**config.mk**
```make
export PLATFORM = sky130hd
export DESIGN_NAME = ucr_uart_control_registers
export DESIGN_NICKNAME = d
export VERILOG_FILES = /design/src/design/ucr_pkg.sv /design/src/design/ucr_uart_control_registers.sv
export SDC_FILE = /design/constraint.sdc
export NUM_CORES = 1
export LEC_CHECK = 0
export BUFFER_PORTS_ARGS = -buffer_cell sky130_fd_sc_hd__buf_4
export CORE_MARGIN = 8
export CORE_UTILIZATION = 25
export DETAILED_ROUTE_END_ITERATION = 7
export GPL_ROUTABILITY_DRIVEN = 0
export PLACE_DENSITY_LB_ADDON = 0.25
export SLEW_MARGIN = 30
export SYNTH_ARGS = -nofsm -noshare
export SYNTH_HDL_FRONTEND = slang
export SYNTH_SLANG_ARGS = --single-unit
```
**constraint.sdc**
```tcl
create_clock -name clk -period 3.2 [get_ports clk]
set_input_delay 0.16 -clock clk [delete_from_list [all_inputs] [get_ports clk]]
set_output_delay 0.16 -clock clk [all_outputs]
set_load 0.02 [all_outputs]
```
**src/design/ucr_pkg.sv**
```systemverilog
package ucr_pkg;
  localparam logic [31:0] UCR_OFS_CLOCK = 32'h0000_0000;
  localparam logic [31:0] UCR_OFS_MODE = 32'h0000_0004;
  localparam logic [31:0] UCR_OFS_BAUD = 32'h0000_0008;
  localparam logic [31:0] UCR_OFS_CTRL = 32'h0000_000c;
  localparam logic [31:0] UCR_OFS_TXD = 32'h0000_0010;
  localparam logic [31:0] UCR_OFS_RXD = 32'h0000_0014;
  localparam logic [31:0] UCR_OFS_FLAG = 32'h0000_0018;
  localparam logic [31:0] UCR_OFS_IEN = 32'h0000_001c;
  localparam logic [31:0] UCR_ADDR_MASK = 32'h0000_001c;
  localparam logic [31:0] UCR_ADDR_TOP = 32'h0000_0020;
  // Clock register fields
  localparam int UCR_CLK_DBG_BIT = 8;
  localparam int UCR_CLK_DIV_LSB = 4;
  localparam int UCR_CLK_SRC_LSB = 0;
  // Mode register fields
  localparam int UCR_MOD_IRRXINV_BIT = 9;
  localparam int UCR_MOD_IRTXINV_BIT = 8;
  localparam int UCR_MOD_PULLUP_BIT = 6;
  localparam int UCR_MOD_OD_BIT = 5;
  localparam int UCR_MOD_IR_BIT = 4;
  localparam int UCR_MOD_CHAR8_BIT = 3;
  localparam int UCR_MOD_PAREN_BIT = 2;
  localparam int UCR_MOD_PARODD_BIT = 1;
  localparam int UCR_MOD_STOP2_BIT = 0;
  localparam logic [15:0] UCR_MOD_MASK = 16'h037f;
  // Baud register fields
  localparam int UCR_BR_FINE_LSB = 8;
  localparam int UCR_BR_COUNT_LSB = 0;
  localparam logic [15:0] UCR_BR_MASK = 16'h0fff;
  // Control register fields
  localparam int UCR_CTL_SRST_BIT = 1;
  localparam int UCR_CTL_EN_BIT = 0;
  // Flag register fields
  localparam int UCR_F_RXBSY = 9;
  localparam int UCR_F_TXBSY = 8;
  localparam int UCR_F_TEND = 6;
  localparam int UCR_F_FE = 5;
  localparam int UCR_F_PE = 4;
  localparam int UCR_F_OE = 3;
  localparam int UCR_F_RB2 = 2;
  localparam int UCR_F_RB1 = 1;
  localparam int UCR_F_TBE = 0;
  localparam logic [6:0] UCR_IEN_MASK = 7'h7f;
  // Clock source codes
  localparam logic [1:0] UCR_SRC_INTERNAL = 2'h0;
  localparam logic [1:0] UCR_SRC_LOW_SPEED = 2'h1;
  localparam logic [1:0] UCR_SRC_HIGH_SPEED = 2'h2;
  localparam logic [1:0] UCR_SRC_EXTERNAL = 2'h3;
  localparam logic [1:0] UCR_DIV_BY_1 = 2'h0;
  localparam logic [3:0] UCR_SRC_PRESENT = 4'hf;
  // Reset values and timing
  localparam logic [1:0] UCR_SRST_CYCLES = 2'h2;
  localparam logic UCR_TBE_RESET = 1'b1;
  localparam int UCR_FIFO_DEPTH = 2;

  typedef struct packed {
    logic [1:0] clock_source_sel;
    logic [1:0] clock_divider_sel;
    logic char_length_sel;
    logic parity_enable;
    logic parity_odd_sel;
    logic stop_length_sel;
    logic infrared_mode;
    logic [3:0] rate_fine_adjust;
    logic [7:0] rate_count;
  } ucr_cfg_s;

  typedef struct packed {
    logic done;
    logic framing_err;
    logic parity_err;
    logic [7:0] data;
  } ucr_rx_evt_s;
endpackage

```
**src/design/ucr_uart_control_registers.sv**
```systemverilog
`timescale 1ns/1ps
// Function
// - Operating clock runs in debug mode only when debug_clock_keep is set.
// - Clock source code picks internal, low-speed, high-speed or external; absent ones refused.
// - Divide by 1,2,4,8 for internal/high-speed; others always undivided.
// - In infrared mode, rx input and tx output inverted by their invert bits.
// - Receive pin pull-up follows rx_pullup_enable.
// - Transmit pin is open-drain when tx_open_drain_sel is set, else push-pull.
// - infrared_mode routes data through the infrared modulator and demodulator.
// - char_length_sel picks 8 data bits when set, 7 when clear.
// - Parity added and checked only when enabled; odd when parity_odd_sel set.
// - stop_length_sel picks two stop bits when set, one when clear.
// - Baud register holds 4-bit fine adjust and 8-bit rate count.
// - Soft reset clears engines and flags except tx empty (set to 1), reads 1 while running, self-clears.
// - port_enable supplies operating clock and runs the port; clear stops it.
// - tx_empty_flag resets to 1, read-only, cleared by writing transmit data.
// - Reading receive data pops the oldest of two buffered characters.
// - rx_busy and tx_busy status bits show engine activity, read-only.
// - Framing/parity flags clear by write 1 or data read; tx done and overrun by write 1.
// - Buffer full flags read-only, cleared when reads empty that buffer state.
// - Seven enable bits at flag positions, reset to zero.
// - Interrupt request asserts only while an enabled flag is set.
// - tx_empty_flag sets when buffered character moves into the shift register.
module ucr_uart_control_registers (
  input wire logic clk,
  input wire logic rst_b,
  input wire logic psel,
  input wire logic penable,
  input wire logic pwrite,
  input wire logic [31:0] paddr,
  input wire logic [31:0] pwdata,
  output logic [31:0] prdata,
  output logic pready,
  output logic pslverr,
  input wire logic debug_mode,
  output logic op_clk_en,
  output logic [3:0] clk_source_onehot,
  output ucr_pkg::ucr_cfg_s engine_cfg,
  output logic engine_reset,
  input wire logic tx_engine_ready,
  input wire logic tx_engine_busy,
  input wire logic tx_engine_stop_sent,
  output logic tx_load,
  output logic [7:0] tx_byte,
  input wire logic tx_engine_line,
  input wire logic rx_engine_busy,
  input wire ucr_pkg::ucr_rx_evt_s rx_event,
  output logic rx_engine_line,
  input wire logic serial_rx_pin,
  output logic serial_rx_pullup,
  output logic serial_tx_pin_o,
  output logic serial_tx_pin_oe,
  output logic irq
);
  import ucr_pkg::*;

  logic rst_meta_reg;
  logic rst_n_reg;
  logic debug_clock_keep_reg;
  logic [1:0] clock_divider_reg;
  logic [1:0] clock_source_reg;
  logic [15:0] mode_reg;
  logic [15:0] baud_reg;
  logic port_enable_reg;
  logic [1:0] srst_cnt_reg;
  logic [7:0] tx_buf_reg;
  logic tx_empty_reg;
  logic tx_done_reg;
  logic framing_err_reg;
  logic parity_err_reg;
  logic overrun_reg;
  logic [6:0] irq_en_reg;
  logic [9:0] fifo_mem_reg [UCR_FIFO_DEPTH];
  logic rd_ptr_reg;
  logic [1:0] count_reg;
  logic [31:0] prdata_reg;
  logic setup;
  logic access;
  logic wr;
  logic rd;
  logic mapped;
  logic [31:0] ofs;
  logic srst_busy;
  logic cfg_open;
  logic push;
  logic pop;
  logic [9:0] new_head;
  logic new_head_valid;
  logic rx_read;
  logic [6:0] flags;
  logic [15:0] rd_val;

  // Reset release through two flops
  always_ff @(posedge clk or negedge rst_b) begin
    if (!rst_b) begin
      rst_meta_reg <= 1'b0;
      rst_n_reg <= 1'b0;
    end else begin
      rst_meta_reg <= 1'b1;
      rst_n_reg <= rst_meta_reg;
    end
  end

  // APB decode, zero wait states
  assign ofs = paddr & UCR_ADDR_MASK;
  assign mapped = (paddr < UCR_ADDR_TOP) && (paddr[1:0] == 2'h0);
  assign setup = psel && !penable;
  assign access = psel && penable;
  assign wr = access && pwrite && mapped;
  assign rd = access && !pwrite && mapped;
  assign pready = 1'b1;
  assign pslverr = access && !mapped;
  assign prdata = prdata_reg;
  assign srst_busy = (srst_cnt_reg != 2'h0);
  assign cfg_open = !port_enable_reg;
  assign rx_read = rd && (ofs == UCR_OFS_RXD);

  // Clock control register
  always_ff @(posedge clk or negedge rst_n_reg) begin
    if (!rst_n_reg) begin
      debug_clock_keep_reg <= 1'b0;
      clock_divider_reg <= UCR_DIV_BY_1;
      clock_source_reg <= UCR_SRC_INTERNAL;
    end else if (wr && ofs == UCR_OFS_CLOCK && cfg_open) begin
      debug_clock_keep_reg <= pwdata[UCR_CLK_DBG_BIT];
      clock_divider_reg <= pwdata[UCR_CLK_DIV_LSB +: 2];
      if (UCR_SRC_PRESENT[pwdata[UCR_CLK_SRC_LSB +: 2]]) begin
        clock_source_reg <= pwdata[UCR_CLK_SRC_LSB +: 2];
      end
    end
  end

  // Mode and baud registers
  always_ff @(posedge clk or negedge rst_n_reg) begin
    if (!rst_n_reg) begin
      mode_reg <= 16'h0000;
      baud_reg <= 16'h0000;
    end else if (wr && cfg_open) begin
      if (ofs == UCR_OFS_MODE) begin
        mode_reg <= pwdata[15:0] & UCR_MOD_MASK;
      end
      if (ofs == UCR_OFS_BAUD) begin
        baud_reg <= pwdata[15:0] & UCR_BR_MASK;
      end
    end
  end

  // Enable and soft reset
  always_ff @(posedge clk or negedge rst_n_reg) begin
    if (!rst_n_reg) begin
      port_enable_reg <= 1'b0;
      srst_cnt_reg <= 2'h0;
    end else begin
      if (wr && ofs == UCR_OFS_CTRL) begin
        port_enable_reg <= pwdata[UCR_CTL_EN_BIT];
      end
      if (wr && ofs == UCR_OFS_CTRL && pwdata[UCR_CTL_SRST_BIT]) begin
        srst_cnt_reg <= UCR_SRST_CYCLES;
      end else if (srst_busy) begin
        srst_cnt_reg <= srst_cnt_reg - 2'h1;
      end
    end
  end

  // Clocking and engine settings
  assign op_clk_en = port_enable_reg && (!debug_mode || debug_clock_keep_reg);
  assign clk_source_onehot = 4'h1 << clock_source_reg;
  assign engine_reset = srst_busy;
  always_comb begin
    engine_cfg.clock_source_sel = clock_source_reg;
    engine_cfg.clock_divider_sel = ((clock_source_reg == UCR_SRC_INTERNAL) ||
      (clock_source_reg == UCR_SRC_HIGH_SPEED)) ? clock_divider_reg : UCR_DIV_BY_1;
    engine_cfg.char_length_sel = mode_reg[UCR_MOD_CHAR8_BIT];
    engine_cfg.parity_enable = mode_reg[UCR_MOD_PAREN_BIT];
    engine_cfg.parity_odd_sel = mode_reg[UCR_MOD_PARODD_BIT];
    engine_cfg.stop_length_sel = mode_reg[UCR_MOD_STOP2_BIT];
    engine_cfg.infrared_mode = mode_reg[UCR_MOD_IR_BIT];
    engine_cfg.rate_fine_adjust = baud_reg[UCR_BR_FINE_LSB +: 4];
    engine_cfg.rate_count = baud_reg[UCR_BR_COUNT_LSB +: 8];
  end

  // Pin conditioning
  assign rx_engine_line = serial_rx_pin ^ (mode_reg[UCR_MOD_IR_BIT] && mode_reg[UCR_MOD_IRRXINV_BIT]);
  assign serial_rx_pullup = mode_reg[UCR_MOD_PULLUP_BIT];
  always_comb begin
    serial_tx_pin_o = tx_engine_line ^ (mode_reg[UCR_MOD_IR_BIT] && mode_reg[UCR_MOD_IRTXINV_BIT]);
    serial_tx_pin_oe = 1'b1;
    if (mode_reg[UCR_MOD_OD_BIT]) begin
      serial_tx_pin_oe = !serial_tx_pin_o;
      serial_tx_pin_o = 1'b0;
    end
  end

  // Transmit buffer
  assign tx_load = !tx_empty_reg && tx_engine_ready && port_enable_reg && !srst_busy;
  assign tx_byte = tx_buf_reg;
  always_ff @(posedge clk or negedge rst_n_reg) begin
    if (!rst_n_reg) begin
      tx_buf_reg <= 8'h00;
      tx_empty_reg <= UCR_TBE_RESET;
    end else if (srst_busy) begin
      tx_empty_reg <= UCR_TBE_RESET;
    end else if (wr && ofs == UCR_OFS_TXD) begin
      tx_buf_reg <= pwdata[7:0];
      tx_empty_reg <= 1'b0;
    end else if (tx_load) begin
      tx_empty_reg <= 1'b1;
    end
  end

  // Receive FIFO
  assign pop = rx_read && (count_reg != 2'h0);
  assign push = rx_event.done && (count_reg != 2'h2 || pop) && !srst_busy;
  always_comb begin
    new_head = {rx_event.framing_err, rx_event.parity_err, rx_event.data};
    new_head_valid = 1'b0;
    if (push && (count_reg == 2'h0 || (pop && count_reg == 2'h1))) begin
      new_head_valid = 1'b1;
    end else if (pop && count_reg == 2'h2) begin
      new_head = fifo_mem_reg[!rd_ptr_reg];
      new_head_valid = 1'b1;
    end
  end

  always_ff @(posedge clk or negedge rst_n_reg) begin
    if (!rst_n_reg) begin
      rd_ptr_reg <= 1'b0;
      count_reg <= 2'h0;
      for (int i = 0; i < UCR_FIFO_DEPTH; i++) begin
        fifo_mem_reg[i] <= 10'h000;
      end
    end else if (srst_busy) begin
      rd_ptr_reg <= 1'b0;
      count_reg <= 2'h0;
    end else begin
      if (push) begin
        fifo_mem_reg[rd_ptr_reg ^ count_reg[0]] <= {rx_event.framing_err, rx_event.parity_err, rx_event.data};
      end
      if (pop) begin
        rd_ptr_reg <= !rd_ptr_reg;
      end
      count_reg <= count_reg + {1'b0, push} - {1'b0, pop};
    end
  end

  // Sticky flags, set wins over clear
  always_ff @(posedge clk or negedge rst_n_reg) begin
    if (!rst_n_reg) begin
      tx_done_reg <= 1'b0;
      framing_err_reg <= 1'b0;
      parity_err_reg <= 1'b0;
      overrun_reg <= 1'b0;
    end else if (srst_busy) begin
      tx_done_reg <= 1'b0;
      framing_err_reg <= 1'b0;
      parity_err_reg <= 1'b0;
      overrun_reg <= 1'b0;
    end else begin
      if (tx_engine_stop_sent && tx_empty_reg) begin
        tx_done_reg <= 1'b1;
      end else if (wr && ofs == UCR_OFS_FLAG && pwdata[UCR_F_TEND]) begin
        tx_done_reg <= 1'b0;
      end
      if (new_head_valid && new_head[9]) begin
        framing_err_reg <= 1'b1;
      end else if (rx_read || (wr && ofs == UCR_OFS_FLAG && pwdata[UCR_F_FE])) begin
        framing_err_reg <= 1'b0;
      end
      if (new_head_valid && new_head[8]) begin
        parity_err_reg <= 1'b1;
      end else if (rx_read || (wr && ofs == UCR_OFS_FLAG && pwdata[UCR_F_PE])) begin
        parity_err_reg <= 1'b0;
      end
      if (rx_event.done && count_reg == 2'h2 && !pop) begin
        overrun_reg <= 1'b1;
      end else if (wr && ofs == UCR_OFS_FLAG && pwdata[UCR_F_OE]) begin
        overrun_reg <= 1'b0;
      end
    end
  end

  // Interrupt enables and request
  always_ff @(posedge clk or negedge rst_n_reg) begin
    if (!rst_n_reg) begin
      irq_en_reg <= 7'h00;
    end else if (wr && ofs == UCR_OFS_IEN) begin
      irq_en_reg <= pwdata[6:0] & UCR_IEN_MASK;
    end
  end

  assign flags = {tx_done_reg, framing_err_reg, parity_err_reg, overrun_reg,
    count_reg == 2'h2, count_reg != 2'h0, tx_empty_reg};
  assign irq = |(flags & irq_en_reg);

  // Read data captured in the setup phase
  always_comb begin
    rd_val = 16'h0000;
    case (ofs)
      UCR_OFS_CLOCK: begin
        rd_val[UCR_CLK_DBG_BIT] = debug_clock_keep_reg;
        rd_val[UCR_CLK_DIV_LSB +: 2] = clock_divider_reg;
        rd_val[UCR_CLK_SRC_LSB +: 2] = clock_source_reg;
      end
      UCR_OFS_MODE: rd_val = mode_reg;
      UCR_OFS_BAUD: rd_val = baud_reg;
      UCR_OFS_CTRL: begin
        rd_val[UCR_CTL_SRST_BIT] = srst_busy;
        rd_val[UCR_CTL_EN_BIT] = port_enable_reg;
      end
      UCR_OFS_TXD: rd_val[7:0] = tx_buf_reg;
      UCR_OFS_RXD: rd_val[7:0] = fifo_mem_reg[rd_ptr_reg][7:0];
      UCR_OFS_FLAG: begin
        rd_val[6:0] = flags;
        rd_val[UCR_F_RXBSY] = rx_engine_busy;
        rd_val[UCR_F_TXBSY] = tx_engine_busy;
      end
      UCR_OFS_IEN: rd_val[6:0] = irq_en_reg;
      default: rd_val = 16'h0000;
    endcase
  end

  always_ff @(posedge clk or negedge rst_n_reg) begin
    if (!rst_n_reg) begin
      prdata_reg <= 32'h0000_0000;
    end else if (setup) begin
      prdata_reg <= (!pwrite && mapped) ? {16'h0000, rd_val} : 32'h0000_0000;
    end
  end
endmodule // ucr_uart_control_registers

```
# Word-level counts from Yosys, hierarchy flattened
# Index checks and enable logic that the tools add are counted.
# classes
mux	47
add_sub_neg	3
n_reduce_logical	75
order_cmp	6
n_eq_ne	11
n_shift	1
n_bitwise	8
# op_table
operator	n
$mux 10	6
$logic_and 1x1->1	40
$logic_not 32->1	1
$lt 32x6->1 const B	1
$mux 8	3
$mux 1	22
$bwmux 20	1
$mux 16	1
$pmux 2 s8	1
$reduce_bool 3->1	5
$pmux 2 s7	1
$eq 3x3->1 const B	4
$pmux 2 s6	1
$demux 10 s1	1
$logic_not 1->1	10
$mux 2	5
$reduce_and 2->1	5
$reduce_bool 2->1	4
$and 7x7->7	1
$reduce_or 7->1	1
$eq 3x2->1 const B	2
$ge 2x2->1 const B	3
$logic_not 2->1	3
$logic_or 1x1->1	6
other kinds (17)	23
# word_totals
out_inout_bits	75
input_bits	87
word_cells	172
reg_bits	106

# Longest topological paths before layout
# logic_depth
ltp_word	13
mapped_depth	12
mapped_depth_nobuf	11

# Worst setup path before layout
# Ideal clock, no wire load.
# synth_path
kind	input to register
from	input paddr[30]
to	register count_reg[1]
slack_ns	0.596
path_stages	11
n_path_buf	0
required_ns	3.069
t_arrival_ns	2.473
path_cell_list	nor4_1 -> nand4_2 -> or2_1 -> or4_4 -> and2b_1 -> ha_1 -> inv_1 -> ha_1 -> xor2_1 -> xnor2_1 -> nor2_1
# synth_via
elab_chain_cells	11
# synth_rtl
element	line_no	source
start, declared	ucr_uart_control_registers.sv:30	input wire logic [31:0] paddr,
$lt 32x6->1 *	ucr_uart_control_registers.sv:106	assign mapped = (paddr < UCR_ADDR_TOP) && (paddr[1:0] == 2'h0);
$logic_and 1x1->1 *	ucr_uart_control_registers.sv:106	
$logic_and 1x1->1 *	ucr_uart_control_registers.sv:110	assign rd = access && !pwrite && mapped;
$logic_and 1x1->1 *	ucr_uart_control_registers.sv:116	assign rx_read = rd && (ofs == UCR_OFS_RXD);
$logic_and 1x1->1 *	ucr_uart_control_registers.sv:212	assign pop = rx_read && (count_reg != 2'h0);
$logic_or 1x1->1	ucr_uart_control_registers.sv:213	assign push = rx_event.done && (count_reg != 2'h2 || pop) && !srst_busy;
$logic_and 1x1->1 (2 in series)	ucr_uart_control_registers.sv:213	
$add 2x1->2	ucr_uart_control_registers.sv:242	count_reg <= count_reg + {1'b0, push} - {1'b0, pop};
$sub 2x1->2 *	ucr_uart_control_registers.sv:242	
$mux 2 *	ucr_uart_control_registers.sv:232	end else if (srst_busy) begin
end signal, assigned	ucr_uart_control_registers.sv:242	
end, declared	ucr_uart_control_registers.sv:75	logic [1:0] count_reg;
# Mark *: on every way between the ends. The rest lies on a longest branch, timed or not.
# A chain may end at the register's enable or synchronous reset.

# Worst setup path in the final report
# Same ends and word-level chain as after synthesis.

==> reports/metrics.cfg <==
[floorplan]
initial_core_util=0.2525
num_io_pins=162
std_cell_rows=49
die_h_um=150.0
coreArea_mm2=0.01778
die_w_um=150.0
dieArea_mm2=0.02250

[grt]
grt_pass1_vias=3765
grt_usage=0.1282
grt_max_degree=44
grt_pass1_wl_mm=21.92
antenna_found_initial=0
use_met1=0.1593
use_met3=0.03810
grt.busiest_layer=met2
grt_util_met2=0.2074
grt_overflow=0

[job]
cap_viol_max_count=0

[logic_synthesis]
ys_ff_latch=86
synth-async-reset-ratio=1.000
syn-instance-count=399
synth_edf_count=0
ys_types=56
synth_area_per_cell_um2=11.25
syn_area_mm2=0.004489
yosysSeqAreaShare=0.4797
ys_warn_count=0
ys.flop_type=dfrtp_1

[clock_network]
path_clk_slew_ns=0.06
h-tree-depth=3
cts_inserted_buffers=9
clk_latency_ns=0.34
cts_setup_buffers=0
cts.sinks=86
cts_tree=yes
clock_path_buffers=2
cts-root-buf=clkbuf_16

[sta]
final.setup.worst_slack_ns=0.7773
finalSetupViolations=0
rsz0062_at_grt=no
finalSetupTns_ns=0
slew_violations=0
holdWs_ns=0.03377
fin_skew_ns=0.005872
fin_crit_ns=2.423
worst_pin_slew_ns=0.8188
finalHoldViolCount=0
finalCritPeriodShare=0.7571
relSlewSlack=0.4491
clock.fmax_ghz=0.4128

[power_and_ir_drop]
power_density_mw_per_mm2=504.4
power.total_mw=2.978
switchingPower_mw=0.8159
p_seq_frac=0.454
vdd_drop_max_v=0.0002576
swShare=0.2739
total_leakage_power_nw=2.828
p_int_mw=2.163
p_comb_frac=0.189
p_clk_frac=0.356

[worst_setup_path]
reg2regPathDepth=5
start_kind=input pin
crit_type=input pin to register
path_max_fanout=4
r2r_end=fifo_mem_reg[7]
r2r_start=count_reg[0]
cp.required_ns=3.43
rrSetupSlack_ns=1.11
arrival_ns=2.65
end_kind=register

[layout]
area_growth_pct=31.52
diodes=0
largest_reg_flops=20
fin_nets=609
fillers=1852
drive_gt1_frac=0.4160
fin_area_mm2=0.005904

[run_status]
status=completed

[detailed_routing]
dr.first_iter.drc_count=215
wl_per_cell_um=18.92
ant_nets=0
wirelength_mm=14.25
firstDrtPassIters=4
drc=0
via_count=3543
via_per_inst=4.705

[placed_design]
dp_slack_ns=0.4009
placed_area_mm2=0.005595
port_buffers=120
dp_hpwl_mm=11.08

[hold_path]
hold_path_depth=2
min_to=baud_reg[10]
hp-class=input pin to register
min_from=pwdata[10]

## through the flow
stage          utilization  cells
5_1_grt             0.3321    753
6_report            0.3321    753
3_5_place_dp        0.3147    736
3_3_place_gp        0.3136    735
2_1_floorplan            -    419
4_1_cts             0.3321    753
## worst max path at each step
stage	from	end	slack (ns)	cells after the start
6_report	paddr[30]	count_reg[1]	0.78	12
5_1_grt	paddr[22]	count_reg[1]	0.58	12
4_1_cts	paddr[30]	count_reg[1]	0.76	12
3_5_place_dp	paddr[30]	count_reg[1]	0.40	12
3_3_place_gp	paddr[22]	count_reg[1]	0.43	12
2_1_floorplan	paddr[30]	count_reg[1]	0.60	11
## what timing repair did
action                    in CTS  in global routing
resized for setup              0                  0
hold buffers                   1                  0
hold endpoints to repair       2                  0
## layout by cell type (no fill, tap or decap), drive strengths merged, types with 4 or more instances in the layout
cell,count
a21oi,8
mux2i,14
conb,22
and2,7
o21ai,15
inv,7
nand2,27
clkbuf,11
nor3,7
mux2,65
dfrtp,85
nor2b,10
nand3,7
nor2,18
a32o,4
nor4,8
buf,132
a22o,5
a22oi,9
## critical path, cell delays in order
cell and delay, ns:
buf_4 0.11, nor4_1 0.34, nand4_2 0.17, or2_1 0.31, or4_4 0.57, and2b_1 0.21, ha_1 0.22, inv_1 0.05
ha_1 0.15, xor2_1 0.17, xnor2_1 0.14, nor2_1 0.05
## layout make-up
cell class | instances | area, um^2 | area share
flip-flops and latches | 86 | 2157 | 0.3653
repair buffers | 133 | 1026 | 0.1738
inverters | 6 | 22.52 | 0.003814
clock inverters | 5 | 56.30 | 0.009536
clock buffers | 11 | 242.7 | 0.04111
multi-input cells | 283 | 2113 | 0.3579
well taps | 229 | 286.5 | 0.04853
## cells by family after synthesis
family          count (synthesis)  share of synthesized area
flops                          86                     0.4797
buf+inv                        50                    0.06633
xor+xnor                        6                    0.01171
fa+ha+maj                       3                   0.008362
compound gates                 64                     0.1028
simple gates                  109                     0.1352
mux                            79                     0.1943
other cells                     2                   0.001673
## power groups by stage
| stage | Clock [mW] | Sequential (mW) | Combinational [mW] |
|---|---|---|---|
| detailed placement | 0 | 1.37 | 0.571 |
| finish | 1.06 | 1.35 | 0.563 |
| floorplan | 0 | 1.34 | 0.414 |
| global placement | 0 | 1.38 | 0.546 |
| global route | 1.14 | 1.38 | 0.629 |
| CTS | 1.09 | 1.35 | 0.575 |
## synth_stat cells (4+ instances only)
master / instances / area share
dfrtp_1: 85 / 0.47
mux2_2: 62 / 0.16
buf_4: 27 / 0.045
nand2_1: 27 / 0.023
nor2_1: 18 / 0.015
mux2i_1: 14 / 0.031
o21ai_0: 13 / 0.014
nor2b_1: 10 / 0.014
a22oi_1: 9 / 0.015
a21oi_1: 8 / 0.0089
nor4_1: 8 / 0.011
buf_2: 7 / 0.0078
clkbuf_1: 7 / 0.0059
inv_1: 6 / 0.0050
nand3_1: 6 / 0.0067
nor3_1: 6 / 0.0067
a22o_1: 5 / 0.0098
and2_1: 5 / 0.0070
a32o_1: 4 / 0.0089
## routing by layer
metal  up-vias  routed length [um]
li1       1653                   -
met1      1734                6220
met2       141                6514
met3        15                1258
met4         0                 255
met5         -                   0
(Power assumes the default switching activity.)
